`config.mk`:
```
export PLATFORM = sky130hd
export DESIGN_NAME = sar_adc_result_buffer
export DESIGN_NICKNAME = d
export VERILOG_FILES = /design/src/result_buffer_pkg.sv /design/src/sar_adc_result_buffer.sv /design/src/result_fifo_store.sv
export SDC_FILE = /design/constraint.sdc
export NUM_CORES = 1
export LEC_CHECK = 0
export BUFFER_PORTS_ARGS = -buffer_cell sky130_fd_sc_hd__buf_4
export CAP_MARGIN = 20
export CORE_MARGIN = 5
export CORE_UTILIZATION = 35
export DETAILED_ROUTE_END_ITERATION = 8
export GPL_TIMING_DRIVEN = 0
export PLACE_DENSITY = 0.53
export SETUP_SLACK_MARGIN = 0.5
export SLEW_MARGIN = 20
export SYNTH_ARGS = -nofsm -noshare
export SYNTH_HDL_FRONTEND = slang
export SYNTH_SLANG_ARGS = --single-unit
```
`constraint.sdc`:
```
create_clock -name i_mclk -period 4.5 [get_ports i_mclk]
set_input_delay 0.9 -clock i_mclk [delete_from_list [all_inputs] [get_ports i_mclk]]
set_output_delay 0.9 -clock i_mclk [all_outputs]
set_load 0.01 [all_outputs]
```
`src/result_buffer_pkg.sv`:
```
// Package: constants for the converter result buffer
package result_buffer_pkg;
    // Register map (word index on the plain register port)
    localparam logic [3:0] ADDR_READOUT = 4'h0;
    localparam logic [3:0] ADDR_STATUS = 4'h1;
    localparam logic [3:0] ADDR_IRQ_ENABLE = 4'h2;
    localparam logic [3:0] ADDR_IRQ_CLEAR = 4'h3;
    localparam logic [3:0] ADDR_CONTROL = 4'h4;
    localparam logic [3:0] ADDR_LEVEL = 4'h5;
    // Readout word field positions
    localparam int FULL_BIT = 15;
    localparam int EMPTY_BIT = 14;
    localparam int RSVD_BIT = 13;
    localparam int TAG_BIT = 12;
    localparam int RESULT_MSB = 11;
    // Sizes and reset values
    localparam int RESULT_WIDTH = 12;
    localparam int BUFFER_DEPTH = 64;
    localparam logic [15:0] READOUT_RESET = 16'h4000;
    // Interrupt status bits
    localparam int IRQ_FULL = 0;
    localparam int IRQ_OVERRUN = 1;
    localparam int IRQ_NOT_EMPTY = 2;
    localparam int IRQ_WIDTH = 3;
    // Source tag encodings
    localparam logic TAG_GROUP_A = 1'b0;
    localparam logic TAG_GROUP_B = 1'b1;
    // Conversion sources
    typedef enum logic [2:0] {
        SRC_X = 3'h0, SRC_Y = 3'h1, SRC_Z1 = 3'h2, SRC_Z2 = 3'h3,
        SRC_BATTERY = 3'h4, SRC_FIRST_AUX = 3'h5, SRC_SECOND_AUX = 3'h6,
        SRC_TEMP = 3'h7
    } source_type;
endpackage : result_buffer_pkg

```
`src/sar_adc_result_buffer.sv`:
```
// Converter result buffer with register port and interrupt
// Function
// - Reset clears full flag, sets empty flag
// - Buffer data read only; writes ignored
// - Buffer mode stores every completed conversion except one arriving while full with no read
// - Result right-justified in bits 11..0
// - Full flag when all 64 locations unread
// - Empty flag returned with last result
// - Bit 12 tags source group
// - Touch order Y,X then Z1,Z2
// - Auto-scan order first aux, second aux, temperature
// - Port-scan order battery, first aux, second aux
//
// Local design decisions: the address map and the plain strobed port.
`timescale 1ns/1ps
`default_nettype none
module sar_adc_result_buffer #(
    parameter int DEPTH = result_buffer_pkg::BUFFER_DEPTH
) (
    input wire logic i_mclk,
    input wire logic i_reset,
    // Converter side: one pulse per completed conversion
    input wire logic i_conv_done,
    input wire logic [11:0] i_conv_result,
    input wire logic [2:0] i_conv_source,
    // Register port
    input wire logic [3:0] i_addr,
    input wire logic [15:0] i_wdata,
    input wire logic i_wr,
    input wire logic i_rd,
    output logic [15:0] o_rdata,
    // Buffer state and interrupt
    output logic o_buffer_mode,
    output logic o_order_error,
    output logic o_irq
);
    localparam int AW = $clog2(DEPTH);
    localparam int IW = result_buffer_pkg::IRQ_WIDTH;

    // Tag lookup, used only for the stored word; order tracking uses rank and source bit 2
    function automatic logic source_tag(input logic [2:0] src);
        case (src)
            result_buffer_pkg::SRC_Y, result_buffer_pkg::SRC_Z2,
            result_buffer_pkg::SRC_FIRST_AUX, result_buffer_pkg::SRC_TEMP:
                source_tag = result_buffer_pkg::TAG_GROUP_B;
            default: source_tag = result_buffer_pkg::TAG_GROUP_A;
        endcase
    endfunction : source_tag

    // Rank of a source within its scan sequence, lower comes first
    function automatic logic [1:0] source_rank(input logic [2:0] src);
        case (src)
            result_buffer_pkg::SRC_Y: source_rank = 2'h0;
            result_buffer_pkg::SRC_X: source_rank = 2'h1;
            result_buffer_pkg::SRC_Z1: source_rank = 2'h2;
            result_buffer_pkg::SRC_Z2: source_rank = 2'h3;
            result_buffer_pkg::SRC_BATTERY: source_rank = 2'h0;
            result_buffer_pkg::SRC_FIRST_AUX: source_rank = 2'h1;
            result_buffer_pkg::SRC_SECOND_AUX: source_rank = 2'h2;
            default: source_rank = 2'h3;
        endcase
    endfunction : source_rank

    logic buffer_mode;
    logic [IW-1:0] irq_status;
    logic [IW-1:0] irq_enable;
    logic [15:0] rdata;
    logic [2:0] last_source;
    logic last_valid;
    logic order_error;
    wire [12:0] head;
    wire [AW:0] count;
    wire full;
    wire empty;

    // Address decode
    wire sel_readout = (i_addr == result_buffer_pkg::ADDR_READOUT);
    wire sel_status = (i_addr == result_buffer_pkg::ADDR_STATUS);
    wire sel_enable = (i_addr == result_buffer_pkg::ADDR_IRQ_ENABLE);
    wire sel_clear = (i_addr == result_buffer_pkg::ADDR_IRQ_CLEAR);
    wire sel_control = (i_addr == result_buffer_pkg::ADDR_CONTROL);
    wire sel_level = (i_addr == result_buffer_pkg::ADDR_LEVEL);

    wire push = i_conv_done && buffer_mode;
    wire pop = i_rd && sel_readout && !empty;
    // Overrun: conversion arrives while full with no read to free room
    wire overrun = push && full && !pop;

    wire [12:0] push_word = {source_tag(i_conv_source), i_conv_result};

    // sequence position must rise within one scan
    wire new_scan = !last_valid || (source_rank(i_conv_source) == 2'h0)
        || (i_conv_source[2] != last_source[2]);
    wire out_of_order = push && !new_scan
        && (source_rank(i_conv_source) <= source_rank(last_source));

    // flags after this read; a push beside the pop keeps it full
    wire buffer_full_flag = full && (!pop || push);
    wire buffer_empty_flag = (count == {{AW{1'b0}}, 1'b1}) && !push;

    // reserved zero; word is full, empty, reserved, tag, result
    wire [15:0] readout_word = empty ? result_buffer_pkg::READOUT_RESET :
        {buffer_full_flag, buffer_empty_flag, 1'b0, head};

    // Selection of read data
    wire [15:0] rd_mux =
        sel_readout ? readout_word :
        sel_status ? {{(16-IW){1'b0}}, irq_status} :
        sel_enable ? {{(16-IW){1'b0}}, irq_enable} :
        sel_control ? {15'h0000, buffer_mode} :
        sel_level ? {{(15-AW){1'b0}}, count} :
        16'h0000;

    // Events that set sticky status bits
    wire [IW-1:0] irq_events = {!empty, overrun, full};
    wire [IW-1:0] irq_clear = (i_wr && sel_clear) ? i_wdata[IW-1:0] : '0;

    result_fifo_store #(
        .WIDTH(13),
        .DEPTH(DEPTH)
    ) u_store (
        .i_mclk(i_mclk),
        .i_reset(i_reset),
        .i_push(push),
        .i_push_data(push_word),
        .i_pop(pop),
        .o_head(head),
        .o_count(count),
        .o_full(full),
        .o_empty(empty)
    );

    // reset word, read data registered one cycle after strobe
    always_ff @(posedge i_mclk) begin
        if (i_reset) begin
            rdata <= result_buffer_pkg::READOUT_RESET;
        end else if (i_rd) begin
            rdata <= rd_mux;
        end
    end

    // Control and interrupt enable registers; writes to the readout word are dropped
    always_ff @(posedge i_mclk) begin
        if (i_reset) begin
            buffer_mode <= 1'b0;
            irq_enable <= '0;
        end else if (i_wr) begin
            if (sel_control) begin
                buffer_mode <= i_wdata[0];
            end else if (sel_enable) begin
                irq_enable <= i_wdata[IW-1:0];
            end
        end
    end

    // Sticky status: a set in the same cycle beats the clear
    always_ff @(posedge i_mclk) begin
        if (i_reset) begin
            irq_status <= '0;
        end else begin
            irq_status <= (irq_status & ~irq_clear) | irq_events;
        end
    end

    // Scan order tracking for sequencing checks
    always_ff @(posedge i_mclk) begin
        if (i_reset) begin
            last_source <= 3'h0;
            last_valid <= 1'b0;
            order_error <= 1'b0;
        end else if (push) begin
            last_source <= i_conv_source;
            last_valid <= 1'b1;
            order_error <= out_of_order;
        end
    end

    assign o_rdata = rdata;
    assign o_buffer_mode = buffer_mode;
    assign o_order_error = order_error;
    // Level interrupt while any enabled status bit stands
    assign o_irq = |(irq_status & irq_enable);

    AST_RESET_FLAGS: assert property (@(posedge i_mclk)
        $fell(i_reset) |-> (o_rdata[15] == 1'b0) && (o_rdata[14] == 1'b1))
        else $error("reset readout flags wrong");

    // write to readout leaves level unchanged
    AST_WRITE_IGNORED: assert property (@(posedge i_mclk) disable iff (i_reset)
        (i_wr && sel_readout && !push) |=> (count == $past(count)))
        else $error("write changed buffer contents");

    // push raises occupancy when not full and no pop
    AST_STORE_ALL: assert property (@(posedge i_mclk) disable iff (i_reset)
        (push && !pop && !full) |=> (count == $past(count) + 1'b1))
        else $error("conversion not stored");

    AST_RESULT_FORMAT: assert property (@(posedge i_mclk) disable iff (i_reset)
        (pop) |=> (o_rdata[12:0] == $past(head)))
        else $error("readout result or tag misplaced");

    // read while full reports the full flag only with a push beside it
    AST_FULL_FLAG: assert property (@(posedge i_mclk) disable iff (i_reset)
        (i_rd && sel_readout && full) |=> (o_rdata[15] == $past(push)) && !o_rdata[14])
        else $error("full flag inconsistent");

    AST_EMPTY_LAST: assert property (@(posedge i_mclk) disable iff (i_reset)
        (pop && count == 1 && !push) |=> o_rdata[14] && empty)
        else $error("empty flag missing on last result");

    AST_TAG: assert property (@(posedge i_mclk) disable iff (i_reset)
        push |-> (push_word[12] == (i_conv_source == result_buffer_pkg::SRC_Y
            || i_conv_source == result_buffer_pkg::SRC_Z2
            || i_conv_source == result_buffer_pkg::SRC_FIRST_AUX
            || i_conv_source == result_buffer_pkg::SRC_TEMP)))
        else $error("source tag wrong");

    AST_FIFO_POP: assert property (@(posedge i_mclk) disable iff (i_reset)
        (pop && !push) |=> (count == $past(count) - 1'b1))
        else $error("read did not remove entry");

    // reserved bit reads as zero here
    AST_RESERVED: assert property (@(posedge i_mclk) disable iff (i_reset)
        $past(i_rd && sel_readout) |-> (o_rdata[13] == 1'b0))
        else $error("reserved bit set");

    // reset loads the empty readout word
    AST_RESET_WORD: assert property (@(posedge i_mclk)
        i_reset |=> (o_rdata == result_buffer_pkg::READOUT_RESET))
        else $error("readout word wrong after reset");

    AST_RESET_EMPTY: assert property (@(posedge i_mclk)
        i_reset |=> empty)
        else $error("store not empty after reset");

    AST_RESET_MODE: assert property (@(posedge i_mclk)
        i_reset |=> !o_buffer_mode)
        else $error("buffer mode set after reset");

    // write to readout leaves head entry alone
    AST_WRITE_HEAD: assert property (@(posedge i_mclk) disable iff (i_reset)
        (i_wr && sel_readout && !push && !pop) |=> $stable(head))
        else $error("write changed head entry");

    // nothing stored while buffer mode is off
    AST_MODE_OFF: assert property (@(posedge i_mclk) disable iff (i_reset)
        (i_conv_done && !buffer_mode && !pop) |=> (count == $past(count)))
        else $error("result stored with buffer mode off");

    // push beside a pop is kept
    AST_PUSH_POP: assert property (@(posedge i_mclk) disable iff (i_reset)
        (push && pop) |=> (count == $past(count)))
        else $error("push beside pop lost");

    // overrun leaves the store full and unchanged
    AST_OVERRUN_DROP: assert property (@(posedge i_mclk) disable iff (i_reset)
        overrun |=> full && (count == $past(count)))
        else $error("overrun changed store");

    AST_FIRST_ENTRY: assert property (@(posedge i_mclk) disable iff (i_reset)
        (push && empty) |=> (head[11:0] == $past(i_conv_result)))
        else $error("result bits misplaced");

    AST_FULL_HELD: assert property (@(posedge i_mclk) disable iff (i_reset)
        (full && !pop) |=> full)
        else $error("full dropped without read");

    // last free location fills the store
    AST_FULL_REACHED: assert property (@(posedge i_mclk) disable iff (i_reset)
        (push && !pop && (count == DEPTH - 1)) |=> full)
        else $error("full not reached");

    // no full bit unless the store was full
    AST_FULL_BIT_CLEAR: assert property (@(posedge i_mclk) disable iff (i_reset)
        (i_rd && sel_readout && !full) |=> !o_rdata[result_buffer_pkg::FULL_BIT])
        else $error("full bit set while not full");

    // read of empty store returns empty word
    AST_EMPTY_READ: assert property (@(posedge i_mclk) disable iff (i_reset)
        (i_rd && sel_readout && empty) |=> (o_rdata == result_buffer_pkg::READOUT_RESET))
        else $error("empty read word wrong");

    // no empty bit while entries remain
    AST_EMPTY_BIT_CLEAR: assert property (@(posedge i_mclk) disable iff (i_reset)
        (pop && (count > 1)) |=> !o_rdata[result_buffer_pkg::EMPTY_BIT])
        else $error("empty bit set with data left");

    AST_EMPTY_STAYS: assert property (@(posedge i_mclk) disable iff (i_reset)
        (empty && !push) |=> empty)
        else $error("empty dropped without push");

    // Y then X is in order
    AST_TOUCH_ORDER: assert property (@(posedge i_mclk) disable iff (i_reset)
        (push && last_valid && last_source == result_buffer_pkg::SRC_Y
            && i_conv_source == result_buffer_pkg::SRC_X) |=> !order_error)
        else $error("Y then X flagged");

    // Z1 then Z2 is in order
    AST_TOUCH_Z_ORDER: assert property (@(posedge i_mclk) disable iff (i_reset)
        (push && last_valid && last_source == result_buffer_pkg::SRC_Z1
            && i_conv_source == result_buffer_pkg::SRC_Z2) |=> !order_error)
        else $error("Z1 then Z2 flagged");

    // X after Z1 breaks touch order
    AST_TOUCH_REVERSED: assert property (@(posedge i_mclk) disable iff (i_reset)
        (push && last_valid && last_source == result_buffer_pkg::SRC_Z1
            && i_conv_source == result_buffer_pkg::SRC_X) |=> order_error)
        else $error("X after Z1 not flagged");

    // second aux then temperature is in order
    AST_SCAN_ORDER: assert property (@(posedge i_mclk) disable iff (i_reset)
        (push && last_valid && last_source == result_buffer_pkg::SRC_SECOND_AUX
            && i_conv_source == result_buffer_pkg::SRC_TEMP) |=> !order_error)
        else $error("auto scan order flagged");

    // skipped input is not an error
    AST_SCAN_SKIP: assert property (@(posedge i_mclk) disable iff (i_reset)
        (push && last_valid && last_source == result_buffer_pkg::SRC_FIRST_AUX
            && i_conv_source == result_buffer_pkg::SRC_TEMP) |=> !order_error)
        else $error("auto scan skip flagged");

    // battery then first aux is in order
    AST_PORT_ORDER: assert property (@(posedge i_mclk) disable iff (i_reset)
        (push && last_valid && last_source == result_buffer_pkg::SRC_BATTERY
            && i_conv_source == result_buffer_pkg::SRC_FIRST_AUX) |=> !order_error)
        else $error("port scan order flagged");

    // first aux after second aux breaks order
    AST_PORT_REVERSED: assert property (@(posedge i_mclk) disable iff (i_reset)
        (push && last_valid && last_source == result_buffer_pkg::SRC_SECOND_AUX
            && i_conv_source == result_buffer_pkg::SRC_FIRST_AUX) |=> order_error)
        else $error("reversed aux order not flagged");

    // only a readout read removes an entry
    AST_OTHER_READ: assert property (@(posedge i_mclk) disable iff (i_reset)
        (i_rd && !sel_readout && !push) |=> (count == $past(count)))
        else $error("other read removed entry");

    // read data stand until the next read
    AST_READ_STANDS: assert property (@(posedge i_mclk) disable iff (i_reset)
        !i_rd |=> $stable(o_rdata))
        else $error("read data changed without read");
endmodule : sar_adc_result_buffer
`default_nettype wire

```
`src/result_fifo_store.sv`:
```
// Flip-flop storage of tagged results with full and empty tracking
`timescale 1ns/1ps
`default_nettype none
module result_fifo_store #(
    parameter int WIDTH = 13,
    parameter int DEPTH = 64
) (
    input wire logic i_mclk,
    input wire logic i_reset,
    input wire logic i_push,
    input wire logic [WIDTH-1:0] i_push_data,
    input wire logic i_pop,
    output logic [WIDTH-1:0] o_head,
    output logic [$clog2(DEPTH):0] o_count,
    output logic o_full,
    output logic o_empty
);
    localparam int AW = $clog2(DEPTH);
    logic [WIDTH-1:0] mem [DEPTH];
    logic [AW-1:0] wr_ptr;
    logic [AW-1:0] rd_ptr;
    logic [AW:0] count;
    wire do_push;
    wire do_pop;

    // A pop on a full store makes room, so a push alongside it is kept
    assign do_pop = i_pop && (count != '0);
    assign do_push = i_push && ((count != DEPTH[AW:0]) || do_pop);
    assign o_head = mem[rd_ptr];
    assign o_count = count;
    assign o_full = (count == DEPTH[AW:0]);
    assign o_empty = (count == '0);

    // Data array write
    always_ff @(posedge i_mclk) begin
        if (do_push) begin
            mem[wr_ptr] <= i_push_data;
        end
    end

    // Pointers and occupancy
    always_ff @(posedge i_mclk) begin
        if (i_reset) begin
            wr_ptr <= '0;
            rd_ptr <= '0;
            count <= '0;
        end else begin
            if (do_push) begin
                wr_ptr <= wr_ptr + 1'b1;
            end
            if (do_pop) begin
                rd_ptr <= rd_ptr + 1'b1;
            end
            count <= count + {{AW{1'b0}}, do_push} - {{AW{1'b0}}, do_pop};
        end
    end
endmodule : result_fifo_store
`default_nettype wire

```
# After elaboration in Yosys (flattened, before gate mapping)
# Memory sizes are Yosys's and may differ from the RTL's. A register that Yosys moved wholly into a read port is not among the register bits.
# Cells that the tools add are included.
[totals]
memories = 1
output_inout_bits = 19
ff_bits = 47
ramBits = 832
[classes]
n_eq_ne = 21
magnitude_cmp = 1
addsub = 4
n_reduce_logical = 37
n_mux = 14
n_bitwise = 5
[memory_table]
columns = ["memory", "depth", "width", "rd", "rd_ports_with_merged_regs", "wr", "line_no", "rtl"]
rows = [
  ["u_store.mem", 64, 13, 1, 1, 1, "result_fifo_store.sv:19", "logic [WIDTH-1:0] mem [DEPTH];"],
]
[ops]
columns = ["operator", "count"]
rows = [
  ["2-to-1 mux 16 bit", 2],
  ["2-to-1 mux 7 bit", 4],
  ["== test 3 bit (second input constant)", 7],
  ["adder 6 x 1 -> 6 bit (second input constant)", 2],
  ["logical AND 1 bit", 12],
  ["2-to-1 mux 6 bit", 2],
  ["one-hot mux 2 bit (3 select lines)", 2],
  ["OR reduction 2 bit", 6],
  ["== test 3 x 2 -> 1 bit (second input constant)", 3],
  ["== test 4 x 2 -> 1 bit (second input constant)", 2],
  ["== test 4 x 3 -> 1 bit (second input constant)", 2],
  ["adder 7 x 1 -> 7 bit", 1],
  ["== test 7 x 1 -> 1 bit (second input constant)", 1],
  ["== test 7 bit (second input constant)", 1],
  ["zero test 7 bit", 1],
  ["inequality test 7 bit (second input constant)", 1],
  ["nonzero test 7 bit", 1],
  ["subtractor 7 x 1 -> 7 bit", 1],
  ["bitwise AND 3 bit", 2],
  ["== test 3 x 1 -> 1 bit (second input constant)", 2],
  ["zero test 3 bit", 2],
  ["zero test 1 bit", 5],
  ["== test 4 x 1 -> 1 bit (second input constant)", 1],
  ["zero test 4 bit", 1],
  ["13 further kinds", 18],
]

# Longest topological paths before layout
[logic_depth]
ltp_word = 9
mapped_depth = 17
ltp_nobuf = 16

# By module
# A second synthesis with hierarchy kept.
[hier_totals]
hier_cells = 1687
area_unflattened_um2 = 34644.5
[by_module_without_submodules]
columns = ["module", "seq_area_each_um2", "cells_each", "area_each_um2", "n_inst"]
rows = [
  ["result_fifo_store", 25484.4, 1529, 33296.9, 1],
  ["sar_adc_result_buffer", 540.5, 158, 1347.5, 1],
]

# Worst setup path before layout
# OpenSTA, ideal clock, no wires.
[synth_path]
path_kind = "input port to flip-flop"
startpoint = "input port i_addr[3]"
endpoint = "register u_store.count[6], in the netlist u_store.o_count[6]"
t_arrival_ps = 3419
path_buffers = 1
slack_ps = 950
cell_stages = 15
t_required_ps = 4368
path_cell_list = "nand2b_1 nor4_2 nor2b_1 clkbuf_1 ha_1 inv_1 ha_1 inv_1 fa_1 nand2b_1 a21oi_1 o21ai_0 a21oi_1 or3_1 a21oi_1"
[synth_between]
elab_chain_len = 8
[synth_lines]
columns = ["item", "line_no", "rtl"]
rows = [
  ["start, declared", "sar_adc_result_buffer.sv:27", "input wire logic [3:0] i_addr,"],
  ["zero test 4 bit (*)", "sar_adc_result_buffer.sv:77", "wire sel_readout = (i_addr == result_buffer_pkg::ADDR_READOUT);"],
  ["logical AND 1 bit (*) (2 in series)", "sar_adc_result_buffer.sv:85", "wire pop = i_rd && sel_readout && !empty;"],
  ["logical AND 1 bit (*)", "result_fifo_store.sv:27", "assign do_pop = i_pop && (count != '0);"],
  ["logical OR 1 bit", "result_fifo_store.sv:28", "assign do_push = i_push && ((count != DEPTH[AW:0]) || do_pop);"],
  ["logical AND 1 bit", "result_fifo_store.sv:28", ""],
  ["adder 7 x 1 -> 7 bit", "result_fifo_store.sv:54", "count <= count + {{AW{1'b0}}, do_push} - {{AW{1'b0}}, do_pop};"],
  ["subtractor 7 x 1 -> 7 bit (*)", "result_fifo_store.sv:54", ""],
  ["end signal, assigned", "result_fifo_store.sv:54", ""],
  ["end, declared", "result_fifo_store.sv:22", "logic [AW:0] count;"],
]
# Mark *: on every way between the ends. The rest lies on a longest branch, timed or not.
# A chain may end at the register's enable or synchronous reset.

# Final worst setup path
[layout_path]
startpoint = "input port i_addr[3]"
endpoint = "memory u_store.mem[2][11] (enable)"
[layout_between]
elab_chain_len = 8
[layout_lines]
columns = ["item", "line_no", "rtl"]
rows = [
  ["zero test 4 bit", "sar_adc_result_buffer.sv:77", ""],
  ["logical AND 1 bit (2 in series)", "sar_adc_result_buffer.sv:85", ""],
  ["logical AND 1 bit", "result_fifo_store.sv:27", ""],
  ["logical OR 1 bit", "result_fifo_store.sv:28", ""],
  ["logical AND 1 bit", "result_fifo_store.sv:28", ""],
  ["2-to-1 mux 1 bit", "result_fifo_store.sv:36", "if (do_push) begin"],
  ["2-to-1 mux 1 bit (implied by the code)", "result_fifo_store.sv:37", "mem[wr_ptr] <= i_push_data;"],
  ["end, declared", "result_fifo_store.sv:19", ""],
]
# Every way passes these cells.

==> impl_metrics.py <==
metrics = {
    "status": {
        "run_status": "completed",
    },
    "synth": {
        "yosysTopAreaCell": "edfxtp_1",
        "yosys_warnings": 0,
        "synth_area_um2": 34510,
        "ys_top_cells_by_area": "edfxtp_1, mux4_2, dfxtp_1, mux2i_1, nor2_1",
        "synth_top_area_share_pct": 72.40,
        "synth_ff_type": "edfxtp_1",
        "synth_seq_cells": 884,
        "synth_nets": 1749,
        "synth_edf_count": 832,
        "yosysSeqAreaShare_pct": 75.41,
        "synth_cell_type_count": 63,
        "synth_cells": 1695,
        "async_flop_share_pct": 0,
        "avgSynthCellArea_um2": 20.36,
    },
    "worst_setup_path": {
        "ff2ff_setup_slack_ns": 0.73,
        "cp-end-kind": "register",
        "path_max_fanout": 13,
        "crit_chain": "buf_4, nand2b_1, nor4_2, o21a_1, buf_2, nor2b_1, nand3b_1, nor2_2",
        "crit_path_start_kind": "primary input",
        "r2r_end": "u_store.mem[2][11]$_DFFE_PP_",
        "required_ns": 4.75,
        "cp_slowest_stage_delay_ns": 0.97,
        "cp.arrival_ns": 4.05,
        "worstRegToRegCells": 9,
        "critPathKind": "in -> reg",
        "cp_slowest_cell": "nor2_2",
        "r2r_start": "u_store.o_count[3]$_SDFF_PP0_",
    },
    "floorplanning": {
        "core-area_um2": 98130,
        "die-area_um2": 105000,
        "io_pins": 59,
        "fp.dieW_um": 324.0,
        "num_rows": 115,
        "start_util_pct": 35.17,
        "die_h_um": 324.0,
    },
    "clock_tree": {
        "cts_resized": 0,
        "clock_latency_ns": 0.65,
        "hold_buffers": 0,
        "numCtsBuffers": 89,
        "clk_pin_slew_ns": 0.06,
        "cts_setup_buffers": 0,
        "htree_levels": 3,
        "cts_root_buf": "clkbuf_16",
        "cts_tree": "done",
        "clk_path_buf_depth": 3,
        "cts.sinks": 884,
    },
    "global_routing": {
        "antenna_found_initial": 3,
        "track_usage_pct": 18.68,
        "grt_pass1_vias": 17950,
        "grt_pass1_wl_um": 138200,
        "grt_max_degree": 65,
        "gr-total-overflow": 0,
    },
    "detailed_routing": {
        "routed.top_layer": "met5",
        "via_count": 18020,
        "drcViolationCount": 0,
        "wire_per_inst_um": 30.43,
        "wl_met3_um": 8986,
        "wl_met1_um": 41510,
        "postRouteAntennaNets": 0,
        "via_per_inst": 5.560,
        "routed_wl_um": 98660,
        "drtIter0Drc": 2134,
        "wl_met2_um": 45870,
        "drt-pass1-iter-count": 6,
    },
    "placed_design": {
        "dp_slack_ns": 0.1126,
        "portBuffers": 44,
        "dpl.hpwl_um": 65300,
        "gp_congestion": 0.9104,
    },
    "timing": {
        "fin_worst_skew_ns": 0.03557,
        "setup_viol": 0,
        "setup_ws_ns": 0.7057,
        "finalHoldViolCount": 0,
        "finalCriticalPeriod_ns": 3.794,
        "fin_crit_sh_pct": 84.32,
        "timing.fmax_mhz": 263.6,
        "fin_tns_setup_ns": 0,
        "slew_viol_final": 0,
        "tightest_slew_ns": 1.078,
        "rsz0062_at_grt": "no",
        "max_slew_margin_pct": 28.13,
    },
    "final_layout": {
        "drive_above_1_share_pct": 28.34,
        "postLayoutCoreUtil_pct": 40.93,
        "register_area_um2": 26030,
        "final_nets": 1939,
        "multi_input_area_um2": 8069,
        "syn_to_final_growth_pct": 16.38,
        "diodes": 0,
        "fillCellCount": 8672,
    },
    "power": {
        "pwr_density_cell_nw_per_um2": 417.9,
        "power.leakage_nw": 12.23,
        "ir_drop_mv": 0.3328,
        "power_w": 0.01679,
    },
    "hold_path": {
        "hold-path-endpoint": "last_source[0]$_SDFFE_PP0P_",
        "whs_path_depth": 2,
        "hp-class": "reg -> reg",
        "worstHoldStart": "last_source[0]$_SDFFE_PP0P_",
    },
    "run": {
        "drv_cap": 0,
    },
}
final cells by class:
type	instances	area share, %
flip-flops and latches	884	64.80
multi-input cells	699	20.09
clock buffers	123	6.224
well taps	1287	4.009
repair buffers	99	2.608
plain buffers	90	1.280
clock inverters	38	0.7820
inverters	22	0.2056
worst max-delay path, delay by kind of cell:
| family | cells | cell delay [ns] |
|---|---|---|
| simple gates | 5 | 2.61 |
| buf+inv | 2 | 0.32 |
| compound gates | 1 | 0.20 |
stage by stage:
step	hold slack [ns]	std cells	cell area (um2)
after CTS	0.4687	3242	40160
after detailed placement	0.4609	3081	37350
after floorplan	0.4402	1695	34510
after global routing	0.4888	3242	40160
after global placement	0.4618	3026	36450
final	0.4659	3242	40160
layout by cell type, fill, tap and decap left out, types with 5 or more instances in the layout:
cell type | Yosys | final
o21ai_0 | 7 | 7
mux2i_1 | 48 | 48
nor2_1 | 120 | 56
clkinv_2 | 0 | 13
clkbuf_16 | 0 | 93
a211oi_1 | 18 | 18
clkbuf_8 | 0 | 6
clkinv_1 | 0 | 15
buf_2 | 20 | 20
bufinv_16 | 0 | 5
buf_1 | 5 | 5
nor3_1 | 5 | 5
nor2b_1 | 19 | 19
a221o_1 | 5 | 5
clkbuf_1 | 35 | 54
buf_4 | 23 | 67
nand2b_1 | 6 | 6
nand3b_1 | 10 | 10
buf_8 | 1 | 27
xnor2_1 | 6 | 6
mux4_1 | 10 | 10
a21oi_1 | 37 | 37
nand2_1 | 42 | 42
or3_1 | 5 | 5
xor2_1 | 10 | 10
dfxtp_1 | 52 | 52
buf_6 | 6 | 35
ha_1 | 13 | 13
a22o_1 | 6 | 6
nand4_1 | 9 | 9
a31oi_1 | 6 | 6
a22oi_1 | 43 | 43
inv_1 | 22 | 22
mux4_2 | 201 | 201
edfxtp_1 | 832 | 832
nor2_2 | 0 | 63
nand3_1 | 18 | 18
flip-flops by register name (all words and copies together) (netlist names), named ones only:
name             flops
irq_enable           3
irq_status           3
last_source          3
last_valid           1
o_buffer_mode        1
o_order_error        1
o_rdata             15
u_store.mem        832
u_store.o_count      7
u_store.rd_ptr       6
u_store.wr_ptr       6
synth_stat cells, types with 2 or more instances:
cell,n
inv_1,22
edfxtp_1,832
dfxtp_1,52
nand3b_1,10
a221o_1,5
o22ai_1,3
nor3_1,5
nor2_1,120
nor4_1,2
a221oi_1,2
mux2i_1,48
nor2b_1,19
buf_6,6
mux4_1,10
o21a_1,2
nand2b_1,6
a2111oi_0,3
a22oi_1,43
xnor2_1,6
buf_4,23
and2_1,4
or3_1,5
buf_2,20
xor2_1,10
a22o_1,6
ha_1,13
nor3b_1,4
nand4_1,9
buf_1,5
clkbuf_1,35
mux4_2,201
nand2_1,42
o211ai_1,4
o21ai_1,4
mux2_2,4
nand3_1,18
a21oi_1,37
nand2_2,2
a211oi_1,18
o21ai_0,7
a31oi_1,6
power breakdown:
| group | internal, W | switching, W |
|---|---|---|
| sequential | 0.00901 | 0.0000289 |
| clock | 0.00416 | 0.00304 |
| combinational | 0.000177 | 0.000363 |
| total | 0.0133 | 0.00344 |
how the worst max path moves through the flow:
stage                     cells after the start                             to                           from
after detailed placement                      8    u_store.mem[2][9]$_DFFE_PP_                      i_addr[3]
final                                         8   u_store.mem[2][11]$_DFFE_PP_                      i_addr[3]
after CTS                                     9  u_store.mem[26][12]$_DFFE_PP_  u_store.o_count[3]$_SDFF_PP0_
after floorplan                              15  u_store.o_count[6]$_SDFF_PP0_                      i_addr[3]
after global routing                          8    u_store.mem[2][2]$_DFFE_PP_                      i_addr[3]
after global placement                        8   u_store.mem[58][1]$_DFFE_PP_                      i_addr[3]
logic make-up after synthesis:
| group | share of synthesized area (%) |
|---|---|
| other cells | 0.01087 |
| flops | 75.41 |
| compound gates | 3.049 |
| fa+ha+maj | 0.5293 |
| simple gates | 3.488 |
| mux | 15.40 |
| xor+xnor | 0.4060 |
| buf+inv | 1.704 |
routing by layer:
layer	GRT usage [%]	vias up
met5	0	-
met4	4.516	2
met3	4.492	125
met2	29.60	859
met1	26.40	9676
li1	-	7362
(Power assumes the default switching activity.)
